`src/hdl/hbe_pkg.sv`:
```
package hbe_pkg;

  // register byte offsets
  localparam logic [7:0] HBE_OFF_STATUS    = 8'h00; // error_interrupt_status
  localparam logic [7:0] HBE_OFF_ERR_CS    = 8'h04; // host_bus_error_ctrl_status
  localparam logic [7:0] HBE_OFF_ADDR_LOG  = 8'h08; // host_bus_address_error_log
  localparam logic [7:0] HBE_OFF_MISC      = 8'h0c; // host_bus_misc_control

  // error_interrupt_status bit positions
  localparam int HBE_NFLAGS           = 9;
  localparam int HBE_F_ADDR_PAR       = 0;
  localparam int HBE_F_DPAR_P1        = 1;
  localparam int HBE_F_DPAR_P2        = 2;
  localparam int HBE_F_DPAR_LOCAL     = 3;
  localparam int HBE_F_BUSERR_P1      = 4;
  localparam int HBE_F_BUSERR_P2      = 5;
  localparam int HBE_F_BUSERR_LOCAL   = 6;
  localparam int HBE_F_RETRY_P1       = 7;
  localparam int HBE_F_RETRY_P2       = 8;

  // host_bus_error_ctrl_status fields
  localparam int HBE_CS_ES            = 0;
  localparam int HBE_CS_SRC_SLAVE     = 1;
  localparam int HBE_CS_TT_LSB        = 8;
  localparam int HBE_CS_TSIZ_LSB      = 16;

  // host_bus_misc_control fields and reset
  localparam int HBE_MISC_TRANSFER_ERROR_ACK_ENABLE      = 0;
  localparam int HBE_MISC_LE_MODE     = 1;
  localparam logic HBE_TRANSFER_ERROR_ACK_ENABLE_RST     = 1'b0;
  localparam logic HBE_LE_MODE_RST    = 1'b0;

  // largest single beat allowed for cfg/io/iack and register access
  localparam logic [3:0] HBE_MAX_SINGLE_BYTES = 4'h4;

  // port codes for slave destination and master source
  localparam logic [1:0] HBE_PORT_P1    = 2'h0;
  localparam logic [1:0] HBE_PORT_P2    = 2'h1;
  localparam logic [1:0] HBE_PORT_LOCAL = 2'h2; // registers on slave side

  // slave access kinds
  localparam logic [1:0] HBE_KIND_MEM   = 2'h0;
  localparam logic [1:0] HBE_KIND_CIO   = 2'h1; // cfg, io, interrupt ack
  localparam logic [1:0] HBE_KIND_AONLY = 2'h2;

  localparam logic [1:0] HBE_RESP_OKAY   = 2'h0;
  localparam logic [1:0] HBE_RESP_SLVERR = 2'h2;

endpackage : hbe_pkg

```
`src/hdl/hbe_sticky_flags.sv`:
```
module hbe_sticky_flags #(
  parameter int W = 9
) (
  input  wire logic         aclk,
  input  wire logic         aresetn,
  input  wire logic         ce,
  input  wire logic [W-1:0] set_vec,
  input  wire logic [W-1:0] clr_vec,
  output logic      [W-1:0] flags
);

  typedef struct packed {
    logic [W-1:0] flags;
  } hbe_flag_state_t;

  hbe_flag_state_t st_q;
  hbe_flag_state_t st_d;

  always_comb begin
    st_d = st_q;
    if (ce) begin
      // set after clear: an event in the clearing cycle survives
      st_d.flags = (st_q.flags & ~clr_vec) | set_vec;
    end
  end

  always_ff @(posedge aclk) begin
    if (!aresetn) begin
      st_q <= '0;
    end else begin
      st_q <= st_d;
    end
  end

  assign flags = st_q.flags;

  chk_flags_stay_set: assert property (@(posedge aclk) disable iff (!aresetn)
    ce |=> (($past(flags) & ~$past(clr_vec) & ~flags) == '0))
    else $error("sticky flag dropped without a clear");

endmodule : hbe_sticky_flags

```
`src/hdl/hbe_error_reporter.sv`:
```
// Functional notes
// - the slave checks address parity, data parity and bus errors; the master checks data parity, bus errors and retry exhaustion.
// - a master-detected error sets a flag selected by the transaction's source port.
// - a slave data parity or illegal-access error sets a flag selected by the transaction's destination port.
// - a slave address parity error sets the slave address parity flag for any cycle kind.
// - slave write data parity sets port-1 flag for port 1 or registers, port-2 flag for port 2.
// - an unaligned memory access in little-endian mode is illegal and sets that port's error.
// - cfg/io/iack or register access is illegal if unaligned in le mode, over 4 bytes or burst.
// - the error acknowledge is driven for illegal accesses and failed reads only when enabled.
// - on an error the transfer type and size go to the control log, the address to the address log.
// - every listed master and slave error case triggers the log capture.
// - master read data parity sets the data parity flag of the source.
// - a master transfer ended by an external error acknowledge sets the source's bus error flag.
// - retry exhaustion on a port-1 or port-2 transaction sets that port's retry flag.
// - with the acknowledge disabled, illegal transactions are not forwarded but flags still set.
// - a slave address parity error makes the device decline the transaction.
// - clearing a status flag negates the interrupt level driven from it.
module hbe_error_reporter #(
  parameter int AXI_ADDR_W = 8
) (
  input  wire logic                  aclk,
  input  wire logic                  aresetn,
  input  wire logic                  ce,
  // axi4-lite register slave
  input  wire logic [AXI_ADDR_W-1:0] s_axi_awaddr,
  input  wire logic                  s_axi_awvalid,
  output logic                       s_axi_awready,
  input  wire logic [31:0]           s_axi_wdata,
  input  wire logic [3:0]            s_axi_wstrb,
  input  wire logic                  s_axi_wvalid,
  output logic                       s_axi_wready,
  output logic [1:0]                 s_axi_bresp,
  output logic                       s_axi_bvalid,
  input  wire logic                  s_axi_bready,
  input  wire logic [AXI_ADDR_W-1:0] s_axi_araddr,
  input  wire logic                  s_axi_arvalid,
  output logic                       s_axi_arready,
  output logic [31:0]                s_axi_rdata,
  output logic [1:0]                 s_axi_rresp,
  output logic                       s_axi_rvalid,
  input  wire logic                  s_axi_rready,
  // slave-side transaction report, one cycle per transaction
  input  wire logic                  slv_valid,
  input  wire logic [1:0]            slv_dest,
  input  wire logic [1:0]            slv_kind,
  input  wire logic                  slv_write,
  input  wire logic                  slv_read,
  input  wire logic                  slv_burst,
  input  wire logic [3:0]            slv_bytes,
  input  wire logic [4:0]            slv_host_transfer_type,
  input  wire logic [2:0]            slv_host_transfer_size,
  input  wire logic [31:0]           slv_host_address_lines,
  input  wire logic                  slv_addr_par_err,
  input  wire logic                  slv_data_par_err,
  input  wire logic                  slv_dest_err,
  output logic                       slv_claim,
  output logic                       slv_forward,
  output logic                       transfer_error_ack_n,
  // master-side transaction report, one cycle per completed transaction
  input  wire logic                  mst_valid,
  input  wire logic [1:0]            mst_source,
  input  wire logic                  mst_read,
  input  wire logic [4:0]            mst_host_transfer_type,
  input  wire logic [2:0]            mst_host_transfer_size,
  input  wire logic [31:0]           mst_host_address_lines,
  input  wire logic                  mst_data_par_err,
  input  wire logic                  mst_tea_in,
  input  wire logic                  mst_retry_expired,
  // status level per flag, for external interrupt mapping
  output logic [hbe_pkg::HBE_NFLAGS-1:0] error_interrupt_status
);
  import hbe_pkg::*;

  typedef struct packed {
    logic                  aw_got;
    logic [7:0]            aw_addr;
    logic                  w_got;
    logic [31:0]           wdata;
    logic [3:0]            wstrb;
    logic                  bvalid;
    logic [1:0]            bresp;
    logic                  rvalid;
    logic [31:0]           rdata;
    logic [1:0]            rresp;
    logic                  transfer_error_ack_enable;
    logic                  le_mode;
    logic                  es;
    logic                  src_slave;
    logic [4:0]            log_tt;
    logic [2:0]            log_tsiz;
    logic [31:0]           log_addr;
    logic                  tea_n;
  } hbe_state_t;

  hbe_state_t st_q;
  hbe_state_t st_d;

  logic [HBE_NFLAGS-1:0] flag_set;
  logic [HBE_NFLAGS-1:0] flag_clr;
  logic [HBE_NFLAGS-1:0] flags;
  logic                  wr_fire;
  logic [7:0]            ar_addr;
  logic [3:0]            bytes_m1;
  logic                  unaligned;
  logic                  too_big;
  logic                  illegal;
  logic                  claimed;
  logic                  tea_fire;
  logic                  slv_err;
  logic                  mst_err;
  logic [31:0]           lane_mask;

  assign ar_addr  = 8'(s_axi_araddr);
  assign wr_fire  = st_q.aw_got && st_q.w_got && !st_q.bvalid;
  assign bytes_m1 = 4'(slv_bytes - 4'h1);
  assign lane_mask = {{8{st_q.wstrb[3]}}, {8{st_q.wstrb[2]}},
                      {8{st_q.wstrb[1]}}, {8{st_q.wstrb[0]}}};

  // alignment only matters in little-endian mode; sizes that are not a power of two never align
  always_comb begin
    unaligned = 1'b0;
    if (st_q.le_mode && slv_bytes != 4'h0) begin
      unaligned = ((slv_bytes & bytes_m1) != 4'h0) ||
                  ((slv_host_address_lines[3:0] & bytes_m1) != 4'h0);
    end
  end

  assign too_big = (slv_bytes > HBE_MAX_SINGLE_BYTES) || slv_burst;

  always_comb begin
    illegal = 1'b0;
    if (slv_dest != HBE_PORT_LOCAL && slv_kind == HBE_KIND_MEM) begin
      illegal = unaligned;
    end else if (slv_kind != HBE_KIND_AONLY) begin
      illegal = unaligned || too_big;
    end
  end

  assign claimed     = slv_valid && !slv_addr_par_err;
  assign slv_claim   = claimed;
  // refused accesses never reach the port or registers, enable or not
  assign slv_forward = claimed && !illegal;

  assign tea_fire = st_q.transfer_error_ack_enable && claimed &&
                    (illegal || (slv_read && slv_dest_err && slv_dest != HBE_PORT_LOCAL));

  // flag set vector
  always_comb begin
    flag_set = '0;
    if (slv_valid && slv_addr_par_err) begin
      flag_set[HBE_F_ADDR_PAR] = 1'b1;
    end
    if (claimed && slv_write && slv_data_par_err) begin
      if (slv_dest == HBE_PORT_P2) begin
        flag_set[HBE_F_DPAR_P2] = 1'b1;
      end else begin
        flag_set[HBE_F_DPAR_P1] = 1'b1;
      end
    end
    if (claimed && illegal) begin
      if (slv_dest == HBE_PORT_P2) begin
        flag_set[HBE_F_BUSERR_P2] = 1'b1;
      end else begin
        flag_set[HBE_F_BUSERR_P1] = 1'b1;
      end
    end
    if (mst_valid) begin
      case (mst_source)
        HBE_PORT_P1: begin
          // slave dpar to port 1 and master dpar from port 1 may coincide
          flag_set[HBE_F_DPAR_P1]   = flag_set[HBE_F_DPAR_P1] | (mst_read && mst_data_par_err);
          flag_set[HBE_F_BUSERR_P1] = flag_set[HBE_F_BUSERR_P1] | mst_tea_in;
          flag_set[HBE_F_RETRY_P1]  = mst_retry_expired;
        end
        HBE_PORT_P2: begin
          flag_set[HBE_F_DPAR_P2]   = flag_set[HBE_F_DPAR_P2] | (mst_read && mst_data_par_err);
          flag_set[HBE_F_BUSERR_P2] = flag_set[HBE_F_BUSERR_P2] | mst_tea_in;
          flag_set[HBE_F_RETRY_P2]  = mst_retry_expired;
        end
        HBE_PORT_LOCAL: begin
          flag_set[HBE_F_DPAR_LOCAL]   = mst_read && mst_data_par_err;
          flag_set[HBE_F_BUSERR_LOCAL] = mst_tea_in;
        end
        default: begin
        end
      endcase
    end
  end

  assign slv_err = slv_valid && (slv_addr_par_err || (slv_write && slv_data_par_err) ||
                   illegal || (slv_read && slv_dest_err && slv_dest != HBE_PORT_LOCAL));
  assign mst_err = mst_valid && ((mst_read && mst_data_par_err) || mst_tea_in ||
                   (mst_retry_expired && mst_source != HBE_PORT_LOCAL));

  // write-one-to-clear on the status register
  assign flag_clr = (wr_fire && st_q.aw_addr[7:2] == HBE_OFF_STATUS[7:2]) ?
                    HBE_NFLAGS'(st_q.wdata & lane_mask) : '0;

  always_comb begin
    st_d = st_q;
    if (ce) begin
      // write channels, taken in either order
      if (s_axi_awvalid && s_axi_awready) begin
        st_d.aw_got  = 1'b1;
        st_d.aw_addr = 8'(s_axi_awaddr);
      end
      if (s_axi_wvalid && s_axi_wready) begin
        st_d.w_got = 1'b1;
        st_d.wdata = s_axi_wdata;
        st_d.wstrb = s_axi_wstrb;
      end
      if (st_q.bvalid && s_axi_bready) begin
        st_d.bvalid = 1'b0;
      end
      if (wr_fire) begin
        st_d.aw_got = 1'b0;
        st_d.w_got  = 1'b0;
        st_d.bvalid = 1'b1;
        st_d.bresp  = HBE_RESP_OKAY;
        case (st_q.aw_addr[7:2])
          HBE_OFF_STATUS[7:2]: begin
          end
          HBE_OFF_ERR_CS[7:2]: begin
            if (st_q.wstrb[0] && st_q.wdata[HBE_CS_ES]) begin
              st_d.es = 1'b0;
            end
          end
          HBE_OFF_ADDR_LOG[7:2]: begin
          end
          HBE_OFF_MISC[7:2]: begin
            if (st_q.wstrb[0]) begin
              st_d.transfer_error_ack_enable  = st_q.wdata[HBE_MISC_TRANSFER_ERROR_ACK_ENABLE];
              st_d.le_mode = st_q.wdata[HBE_MISC_LE_MODE];
            end
          end
          default: st_d.bresp = HBE_RESP_SLVERR;
        endcase
      end
      // read channel
      if (st_q.rvalid && s_axi_rready) begin
        st_d.rvalid = 1'b0;
      end
      if (s_axi_arvalid && s_axi_arready) begin
        st_d.rvalid = 1'b1;
        st_d.rresp  = HBE_RESP_OKAY;
        st_d.rdata  = '0;
        case (ar_addr[7:2])
          HBE_OFF_STATUS[7:2]:   st_d.rdata[HBE_NFLAGS-1:0] = flags;
          HBE_OFF_ERR_CS[7:2]: begin
            st_d.rdata[HBE_CS_ES]                     = st_q.es;
            st_d.rdata[HBE_CS_SRC_SLAVE]              = st_q.src_slave;
            st_d.rdata[HBE_CS_TT_LSB +: 5]            = st_q.log_tt;
            st_d.rdata[HBE_CS_TSIZ_LSB +: 3]          = st_q.log_tsiz;
          end
          HBE_OFF_ADDR_LOG[7:2]: st_d.rdata = st_q.log_addr;
          HBE_OFF_MISC[7:2]: begin
            st_d.rdata[HBE_MISC_TRANSFER_ERROR_ACK_ENABLE]  = st_q.transfer_error_ack_enable;
            st_d.rdata[HBE_MISC_LE_MODE] = st_q.le_mode;
          end
          default: st_d.rresp = HBE_RESP_SLVERR;
        endcase
      end
      // log holds the first error until software clears es; an error in the cycle that clears es is lost
      if (!st_q.es && (slv_err || mst_err)) begin
        st_d.es = 1'b1;
        st_d.src_slave = slv_err;
        if (slv_err) begin
          st_d.log_tt   = slv_host_transfer_type;
          st_d.log_tsiz = slv_host_transfer_size;
          st_d.log_addr = slv_host_address_lines;
        end else begin
          st_d.log_tt   = mst_host_transfer_type;
          st_d.log_tsiz = mst_host_transfer_size;
          st_d.log_addr = mst_host_address_lines;
        end
      end
      st_d.tea_n = !tea_fire;
    end
  end

  always_ff @(posedge aclk) begin
    if (!aresetn) begin
      st_q         <= '0;
      st_q.transfer_error_ack_enable  <= HBE_TRANSFER_ERROR_ACK_ENABLE_RST;
      st_q.le_mode <= HBE_LE_MODE_RST;
      st_q.tea_n   <= 1'b1;
    end else begin
      st_q <= st_d;
    end
  end

  hbe_sticky_flags #(
    .W (HBE_NFLAGS)
  ) u_flags (
    .aclk    (aclk),
    .aresetn (aresetn),
    .ce      (ce),
    .set_vec (flag_set),
    .clr_vec (flag_clr),
    .flags   (flags)
  );

  // ready gated by ce so nothing is taken while frozen
  assign s_axi_awready = ce && !st_q.aw_got && !st_q.bvalid;
  assign s_axi_wready  = ce && !st_q.w_got && !st_q.bvalid;
  assign s_axi_arready = ce && !st_q.rvalid;
  assign s_axi_bvalid  = st_q.bvalid;
  assign s_axi_bresp   = st_q.bresp;
  assign s_axi_rvalid  = st_q.rvalid;
  assign s_axi_rdata   = st_q.rdata;
  assign s_axi_rresp   = st_q.rresp;
  assign transfer_error_ack_n   = st_q.tea_n;
  assign error_interrupt_status = flags;

  chk_decline_addr_par: assert property (@(posedge aclk) disable iff (!aresetn)
    slv_valid && slv_addr_par_err |-> !slv_claim && !slv_forward)
    else $error("transaction claimed despite address parity error");

  chk_no_fwd_illegal: assert property (@(posedge aclk) disable iff (!aresetn)
    slv_valid && illegal |-> !slv_forward)
    else $error("illegal access forwarded");

  chk_tea_disabled: assert property (@(posedge aclk) disable iff (!aresetn)
    ce && !st_q.transfer_error_ack_enable |=> transfer_error_ack_n)
    else $error("error acknowledge driven while disabled");

  chk_tea_illegal: assert property (@(posedge aclk) disable iff (!aresetn)
    ce && st_q.transfer_error_ack_enable && claimed && illegal |=> !transfer_error_ack_n)
    else $error("illegal access not acknowledged with error");

  chk_addr_par_flag: assert property (@(posedge aclk) disable iff (!aresetn)
    ce && slv_valid && slv_addr_par_err |=> error_interrupt_status[HBE_F_ADDR_PAR])
    else $error("address parity flag not set");

  chk_slv_dpar_p2: assert property (@(posedge aclk) disable iff (!aresetn)
    ce && claimed && slv_write && slv_data_par_err && slv_dest == HBE_PORT_P2
      |=> error_interrupt_status[HBE_F_DPAR_P2])
    else $error("port-2 data parity flag not set");

  chk_retry_p1: assert property (@(posedge aclk) disable iff (!aresetn)
    ce && mst_valid && mst_retry_expired && mst_source == HBE_PORT_P1
      |=> error_interrupt_status[HBE_F_RETRY_P1])
    else $error("port-1 retry flag not set");

  chk_mst_tea_local: assert property (@(posedge aclk) disable iff (!aresetn)
    ce && mst_valid && mst_tea_in && mst_source == HBE_PORT_LOCAL
      |=> error_interrupt_status[HBE_F_BUSERR_LOCAL])
    else $error("local bus error flag not set");

  chk_log_capture: assert property (@(posedge aclk) disable iff (!aresetn)
    ce && !st_q.es && slv_err |=> st_q.es && st_q.src_slave &&
      st_q.log_addr == $past(slv_host_address_lines) &&
      st_q.log_tt == $past(slv_host_transfer_type))
    else $error("slave error not logged");

endmodule : hbe_error_reporter

```
`config.mk`:
```
export PLATFORM = sky130hd
export DESIGN_NAME = hbe_error_reporter
export DESIGN_NICKNAME = d
export VERILOG_FILES = /design/src/hdl/hbe_pkg.sv /design/src/hdl/hbe_sticky_flags.sv /design/src/hdl/hbe_error_reporter.sv
export SDC_FILE = /design/constraint.sdc
export NUM_CORES = 1
export LEC_CHECK = 0
export BUFFER_PORTS_ARGS = -buffer_cell sky130_fd_sc_hd__buf_2
export CAP_MARGIN = 15
export CORE_MARGIN = 2
export CORE_UTILIZATION = 44
export CTS_CLUSTER_SIZE = 8
export DETAILED_ROUTE_END_ITERATION = 8
export PLACE_DENSITY_LB_ADDON = 0.15
export SYNTH_ARGS = -nofsm -noshare
export SYNTH_HDL_FRONTEND = slang
export SYNTH_SLANG_ARGS = --single-unit
export TNS_END_PERCENT = 30
```
`constraint.sdc`:
```
create_clock -name aclk -period 3.97 [get_ports aclk]
set_input_delay 1.191 -clock aclk [delete_from_list [all_inputs] [get_ports aclk]]
set_output_delay 1.191 -clock aclk [all_outputs]
set_load 0.02 [all_outputs]
```
Yosys cells after proc, flatten, opt, wreduce, memory -nomap -nowiden
Cells that the tools add are included.

word-level totals
  register bits = 138
  input bits = 162
  output and inout port bits = 53
  word-level logic and storage cells = 160

cells by class
  $add $sub $neg = 1
  $lt $le $gt $ge = 1
  equality and inequality tests = 12
  multiplexer cells = 40
  bitwise operators = 10
  reduce and logical (&&, ||, !) cells = 77

operators with widths
  cell                                            count
  two-way mux 42 bit                              1
  two-way mux 40 bit                              1
  two-way mux 37 bit                              1
  two-way mux 35 bit                              1
  logical AND 1 bit                               32
  == test 6 x 2 -> 1 bit (second input constant)  4
  two-way mux 1 bit                               21
  bitwise AND 9 bit                               2
  two-way mux 9 bit                               2
  AND reduction 2 bit                             9
  nonzero test 2 bit                              7
  two-way mux 13 bit                              1
  == test 6 x 1 -> 1 bit (second input constant)  2
  zero test 6 bit                                 2
  one-hot mux 6 bit (2 select lines)              1
  nonzero test 4 bit                              3
  logical OR 1 bit                                10
  inverter 9 bit                                  1
  bitwise OR 9 bit                                1
  bitwise AND 4 bit                               2
  zero test 1 bit                                 8
  two-way mux 2 bit                               4
  two-way mux 8 bit                               1
  one-hot mux 2 bit (4 select lines)              1
  13 further kinds                                23

Depth between registers and ports, before layout
Gate-level depths: netlist (run 1).

  depth in word-level cells = 15
  mapped depth = 11

Cells and area by module
Synthesis (run 1) repeated with hierarchy kept, for this count alone.

second synthesis, totals
  cells, all modules = 642
  area total of the unflattened synthesis = 5,418.9 um2

by module, submodules not included
  module              instances  cells an instance  area an instance (um2)  sequential area each (um2)
  hbe_error_reporter  1          604                5,038.6                 2,001.9
  hbe_sticky_flags    1          38                 380.4                   180.2

Worst setup path after synthesis (run 1)
No wires, ideal clock.

  path type = input -> output
  from = input slv_bytes[0]
  to = output slv_forward
  arrival = 2,939 ps
  data required time = 2,779 ps
  slack = -160 ps
  cell stages on the path = 6
  path buffers = 0
  path through = or3_1 ha_1 or3_1 a2111oi_4 nor2_1 nor2b_1

between the ends
  word-level cells in the longest chain between the ends = 10

RTL lines
  element                                       line                                                  text
  start: declaration                            hbe_error_reporter.sv:49                              input wire logic [3:0] slv_bytes,
  subtractor 4 x 1 -> 4 bit                     hbe_error_reporter.sv:115                             assign bytes_m1 = 4'(slv_bytes - 4'h1);
  bitwise AND 4 bit, on equally long branches   hbe_error_reporter.sv:123, hbe_error_reporter.sv:124
  nonzero test 4 bit, on equally long branches  hbe_error_reporter.sv:123, hbe_error_reporter.sv:124
  logical OR 1 bit                              hbe_error_reporter.sv:123                             unaligned = ((slv_bytes & bytes_m1) != 4'h0) ||
  two-way mux 1 bit                             hbe_error_reporter.sv:122                             if (st_q.le_mode && slv_bytes != 4'h0) begin
  logical OR 1 bit                              hbe_error_reporter.sv:135                             illegal = unaligned || too_big;
  two-way mux 1 bit                             hbe_error_reporter.sv:134                             end else if (slv_kind != HBE_KIND_AONLY) begin
  two-way mux 1 bit (*)                         hbe_error_reporter.sv:132                             if (slv_dest != HBE_PORT_LOCAL && slv_kind == HBE_KIND_MEM) begin
  zero test 1 bit (*)                           hbe_error_reporter.sv:142                             assign slv_forward = claimed && !illegal;
  logical AND 1 bit (*)                         hbe_error_reporter.sv:142
  end: declaration                              hbe_error_reporter.sv:57                              output logic slv_forward,

Mark *: on every way between the ends. The rest lies on a longest branch, timed or not.

Worst setup path after layout (run 1)
Same ends and word-level chain as after synthesis.

==> results.json, run 1 <==
{
  "outcome": "finished with violations",
  "violations": "DRC, setup timing",
  "critPathArrivalTime_ns": 2.88,
  "layout-drive-gt1-share": 0.378,
  "cts_buffer_depth": 2,
  "crit_required_ns": 2.78,
  "initialDrtViolationCount": 273,
  "power.density_mw_per_mm2": 395,
  "async_flop_share": 0,
  "worst_pin_slew_ns": 0.676,
  "path_max_fanout": 3,
  "holdCritPathClass": "reg -> reg",
  "hold_start": "s_axi_rdata[1]",
  "syn_inst": 578,
  "wirelength_mm": 14.1,
  "nFillCells": 1120,
  "initial_utilization": 0.453,
  "die_h_um": 113,
  "startpoint": "slv_bytes[0]",
  "cp-end-kind": "output pin",
  "dieWidth_um": 113,
  "r2r-start": "st_q[43]",
  "avgRoutedWirePerCell_um": 16.5,
  "synthMostInstantiatedCell": "dfxtp_1",
  "cts_root_buf": "clkbuf_16",
  "drc_errors": 10,
  "viasPerCell": 5.40,
  "dieArea_sq_mm": 0.0127,
  "layout.area.seq_sq_mm": 0.00218,
  "synthFlopType": "dfxtp_1",
  "clk_pin_slew_worst_paths_ns": 0.07,
  "drt_pass1_iterations": 7,
  "place_ws_ns": -0.197,
  "cts_sinks": 109,
  "cts_tree": "done",
  "power_w": 0.00249,
  "synth_commonest_cells": "109 x dfxtp_1, 91 x nand2_1, 54 x o21ai_0",
  "grt_pass1_wl_mm": 22.4,
  "drv_slew": 0,
  "htreeDepth": 3,
  "vdd_drop_max_v": 0.000263,
  "io_pins": 215,
  "synth_cell_type_count": 47,
  "syn_area_sq_mm": 0.00522,
  "clk_latency_ns": 0.34,
  "p_leak_nw": 2.79,
  "grt_pass1_vias": 4468,
  "fp.coreArea_sq_mm": 0.0115,
  "finalSetupViolations": 1,
  "fin_crit_ns": 4.07,
  "antenna_cells": 0,
  "antenna_found_initial": 0,
  "grt_max_degree": 43,
  "rsz0062_at_grt": "yes",
  "gp_congestion": 0.855,
  "yosysWarnings": 0,
  "synth_top_area_frac": 0.418,
  "period_share": 1.03,
  "synth_seq_cells": 109,
  "cap_violations": 0,
  "grt_use_total": 0.218,
  "vias": 4634,
  "layout_setup_ws_ns": -0.104,
  "yosys.area.top_type": "dfxtp_1",
  "hpwl_mm": 10.4,
  "ant_nets": 0,
  "synth_edf_count": 0,
  "syn_to_final_growth_pct": 21.0,
  "crit_type": "in -> out",
  "ys_seq_area_frac": 0.418,
  "nNetsFinal": 878,
  "core.rowCount": 39,
  "fin_skew_ns": 0.00708,
  "max_freq_mhz": 245,
  "synth.area.top_cells": "dfxtp_1 42%, o221a_2 6.9%, nand2_1 6.5%, nor2b_1 5.3%, buf_4 5.2%",
  "maxSlewHeadroom": 0.549,
  "portBuffers": 183,
  "hold_violations": 0,
  "cts_made_buffers": 9,
  "start_kind": "input port",
  "finalCoreUtilization": 0.548,
  "multiInputGateArea_sq_mm": 0.00253,
  "ctsHoldBuffers": 0,
  "grt_overflow": 0,
  "synth_area_per_cell_sq_um": 9.02
}
-- cells by family after synthesis --
family,share of synthesized area
fa+ha+maj,0.0115
other cells,0.000719
simple gates,0.179
buf+inv,0.101
flops,0.418
mux,0.0389
compound gates,0.250
-- registers in the layout (all words and copies together) (netlist names), 2 cells and up --
name / flops
lane_mask: 2
st_q: 61
s_axi_rdata: 32
u_flags.flags: 9
-- worst max-delay path, cell delays in order --
cell and delay, ns:
buf_2 0.11, or3_4 0.36, ha_2 0.17, or3_4 0.37, a2111oi_4 0.33, nor2_2 0.11
nor2b_4 0.13, buf_6 0.12
-- layer usage --
layer,global-route usage,share of wire,vias up
li1,-,-,2295
met1,0.297,0.46,2177
met2,0.356,0.47,151
met3,0.0493,0.062,11
met4,0.0463,0.0087,0
met5,0,0,-
-- cell type report --
type                       instances  area share
sequential                       109       0.346
clock inverter                     5      0.0123
tap                              143      0.0284
multi-input combinational        381       0.401
clock buffer                       9      0.0357
timing repair buffer             202       0.172
inverter                           9     0.00535
-- metrics by stage --
step	cells	TNS [ns]	hold WS (ns)	instance area [sq um]
global placement	843	-0.171	0.451	5980
finish	858	-0.104	0.465	6310
CTS	858	-0.172	0.470	6310
detailed placement	843	-0.197	0.461	5980
global route	858	-0.188	0.482	6310
floorplan	579	0	0.444	5230
-- cell usage in the layout, fill, tap and decap left out, drive strengths merged, types with 2 or more instances in the layout --
cell	instances
buf	202
dfxtp	109
nand2	91
o21ai	55
nor2b	44
o221a	40
a22oi	31
a21boi	20
nor2	14
and2	11
mux2i	9
clkbuf	9
inv	9
nand4	7
a32oi	6
mux2	6
nand2b	5
nand3	5
a21oi	4
ha	4
and3	3
or3	2
and4	2
nor3b	2
mux4	2
conb	2
clkinv	2
bufinv	2
-- power by group --
group | internal, W | leakage, nW | switching (W)
combinational | 0.000178 | 1.75 | 0.000178
clock | 0.000544 | 0.147 | 0.000390
sequential | 0.00116 | 0.891 | 0.0000419
-- repair_timing --
| action | 4_1_cts | 5_1_grt |
|---|---|---|
| pin swaps | 3 | 2 |
| resized for setup | 5 | 1 |
| setup endpoints to repair | 1 | 1 |
| buffers inserted | 1 | 0 |
| gates cloned | 0 | 0 |
-- path summary, 6_finish.rpt --
check / slack [ns] / endpoint / cells after the start
max reg2reg: 1.88 / st_q[32] / 7
max: -0.10 / slv_forward / 8
min: 0.46 / s_axi_rdata[1] / 2
min reg2reg: 0.46 / s_axi_rdata[1] / 2
Note: power is estimated with default switching activity, not from simulation.
==> run 2, diff against run 1 <==
Settings changed: ABC_AREA set to 1, ABC_CLOCK_PERIOD_IN_PS set to 3970, CORE_UTILIZATION 44 to 45.
==> run 2 against run 1 <==
Clock-buffer cell count grew 1. The run now ends clean. Highest routed layer unchanged. Via count rose by 20%. First-iteration DRC count grew 72%. Die area up 5.6%. Sequential share of layout area fell by 1.9 points.
==> results.json, run 2 <==
{
  "layout-drive-gt1-share": 0.227,
  "fin_crit_ns": 3.81,
  "cts_sinks": 109,
  "initial_utilization": 0.466,
  "wl_met3_um": 871,
  "cts_made_buffers": 9,
  "grt_max_degree": 50,
  "portBuffers": 183,
  "finalSetupViolations": 0,
  "rsz0062_at_grt": "no",
  "hold_violations": 0,
  "grt_use_total": 0.227,
  "path_common_cell": "nand2_1",
  "layout.area.seq_sq_mm": 0.00218,
  "fin_skew_ns": 0.00540,
  "yosys.area.top_type": "dfxtp_1",
  "synth_seq_cells": 109,
  "outcome": "complete, no violations",
  "clk_latency_ns": 0.35,
  "holdCritPathClass": "reg -> reg",
  "max_freq_mhz": 262,
  "ctsHoldBuffers": 0,
  "grt_pass1_wl_mm": 24.2,
  "cts_tree": "done",
  "whs_ns": 0.462,
  "synth_commonest_cells": "189 x nand2_1, 131 x nor2_1, 109 x dfxtp_1",
  "synthFlopType": "dfxtp_1",
  "critPathSlowestCell": "ha_1",
  "drt_pass1_iterations": 5,
  "clk_pin_slew_worst_paths_ns": 0.07,
  "synth_top_area_frac": 0.387,
  "synth_cell_type_count": 31,
  "power.density_mw_per_mm2": 386,
  "path_max_fanout": 3,
  "critical_path.top_delay_family": "adder cells",
  "synth_edf_count": 0,
  "cp_num_buf_inv": 5,
  "fp.coreArea_sq_mm": 0.0121,
  "avgRoutedWirePerCell_um": 12.9,
  "crit_required_ns": 2.78,
  "ant_nets": 0,
  "cts_setup_buffers": 0,
  "synth.area.top_cells": "dfxtp_1 39%, nand2_1 13%, nor2_1 8.7%, nand3_1 8.6%, inv_1 5.9%",
  "postCtsResizedCells": 0,
  "vias": 5548,
  "drc_errors": 0,
  "vdd_drop_max_v": 0.000208,
  "core.rowCount": 40,
  "cp_cell_sequence": "buf_2, inv_2, ha_1, inv_1, ha_1, inv_1, nand2_1, nand2_1, nor2_1, nand2_1, nand2_1, nand2_1, a21oi_1, buf_2",
  "worst_pin_slew_ns": 0.584,
  "highest-signal-layer": "met4",
  "viasPerCell": 4.80,
  "critPathMaxStageDelay_ns": 0.27,
  "yosysWarnings": 0,
  "cts_root_buf": "clkbuf_16",
  "syn_to_final_growth_pct": 18.5,
  "cp-end-kind": "output pin",
  "grt_overflow": 0,
  "critPathArrivalTime_ns": 2.62,
  "largest_register": "st_q",
  "cap_violations": 0,
  "io_pins": 215,
  "route.met2.wl_mm": 6.53,
  "layout_common_cells": "189 x nand2_1, 183 x buf_2, 131 x nor2_1",
  "syn_inst": 859,
  "antenna_found_initial": 0,
  "initialDrtViolationCount": 470,
  "drv_slew": 0,
  "largest_reg_flops": 61,
  "tns_ns": 0,
  "nNetsFinal": 1149,
  "start_kind": "input port",
  "multiInputGateArea_sq_mm": 0.00263,
  "final_common_cell": "nand2_1",
  "dieWidth_um": 116,
  "maxSlewHeadroom": 0.608,
  "die_h_um": 116,
  "met1_length_mm": 7.29,
  "syn_area_sq_mm": 0.00564,
  "wirelength_mm": 14.9,
  "cts_buffer_depth": 2,
  "htreeDepth": 3,
  "crit_type": "in -> out",
  "dieArea_sq_mm": 0.0135,
  "synthMostInstantiatedCell": "nand2_1",
  "hpwl_mm": 10.9,
  "nFillCells": 1303,
  "async_flop_share": 0,
  "gp_congestion": 0.882,
  "ys_seq_area_frac": 0.387,
  "antenna_cells": 0,
  "p_leak_nw": 3.43,
  "synth_area_per_cell_sq_um": 6.57,
  "period_share": 0.960,
  "grt_pass1_vias": 5033
}
## run 2: per-layer routing
layer | global-route usage | vias to the layer above
li1 | - | 2951
met1 | 0.330 | 2397
met2 | 0.352 | 185
met3 | 0.0282 | 15
met4 | 0.0667 | 0
met5 | 0 | -
## run 2: through the flow
stage | worst slack [ns] | power [W] | instances | area, sq um | utilization
6_report | 0.158 | 0.00258 | 1156 | 6690 | 0.552
5_1_grt | 0.00172 | 0.00272 | 1156 | 6690 | 0.552
4_1_cts | 0.154 | 0.00260 | 1156 | 6690 | 0.552
3_5_place_dp | 0.157 | 0.00173 | 1140 | 6400 | 0.528
3_3_place_gp | 0.180 | 0.00172 | 1140 | 6400 | 0.528
2_1_floorplan | 0.365 | 0.00159 | 860 | 5650 | -
## run 2: cell type report
type / instances / area share
clock buffers: 10 / 0.0357
clock inverters: 6 / 0.00767
inverters: 91 / 0.0511
multi-input cells: 575 / 0.393
flip-flops and latches: 109 / 0.326
well taps: 168 / 0.0314
repair buffers: 197 / 0.155
## run 2: path summary, 6_finish.rpt
| path | start | to | depth (start not counted) | slack (ns) |
|---|---|---|---|---|
| worst max-delay path | slv_bytes[0] | slv_forward | 14 | 0.16 |
| worst min register to register | st_q[25] | s_axi_rdata[24] | 2 | 0.46 |
| worst max register to register | st_q[43] | st_q[26] | 11 | 2.02 |
| worst min-delay path | st_q[25] | s_axi_rdata[24] | 2 | 0.46 |
## run 2: power breakdown
| group | switching, W | internal, W |
|---|---|---|
| Sequential | 0.0000369 | 0.00118 |
| Clock | 0.000424 | 0.000455 |
| Combinational | 0.000300 | 0.000187 |
## run 2: cells by family (layout without fill, tap and decap cells)
group / count (synthesis) / count (layout) / share of synthesized area
simple gates: 434 / 434 / 0.323
buf+inv: 176 / 304 / 0.149
compound gates: 135 / 135 / 0.132
flops: 109 / 109 / 0.387
fa+ha+maj: 4 / 4 / 0.00887
other cells: 1 / 2 / 0.000665
## run 2: worst register-to-register path, stage by stage (launching register included)
cell and delay, ns:
dfxtp_1 0.31, inv_1 0.10, a31oi_1 0.15, nand2_1 0.07, nand2_1 0.12, nand2_2 0.10
nand3_4 0.19, nand2_2 0.10, nand2_1 0.11, nand2_4 0.26, nor2_1 0.26, nor2_1 0.05
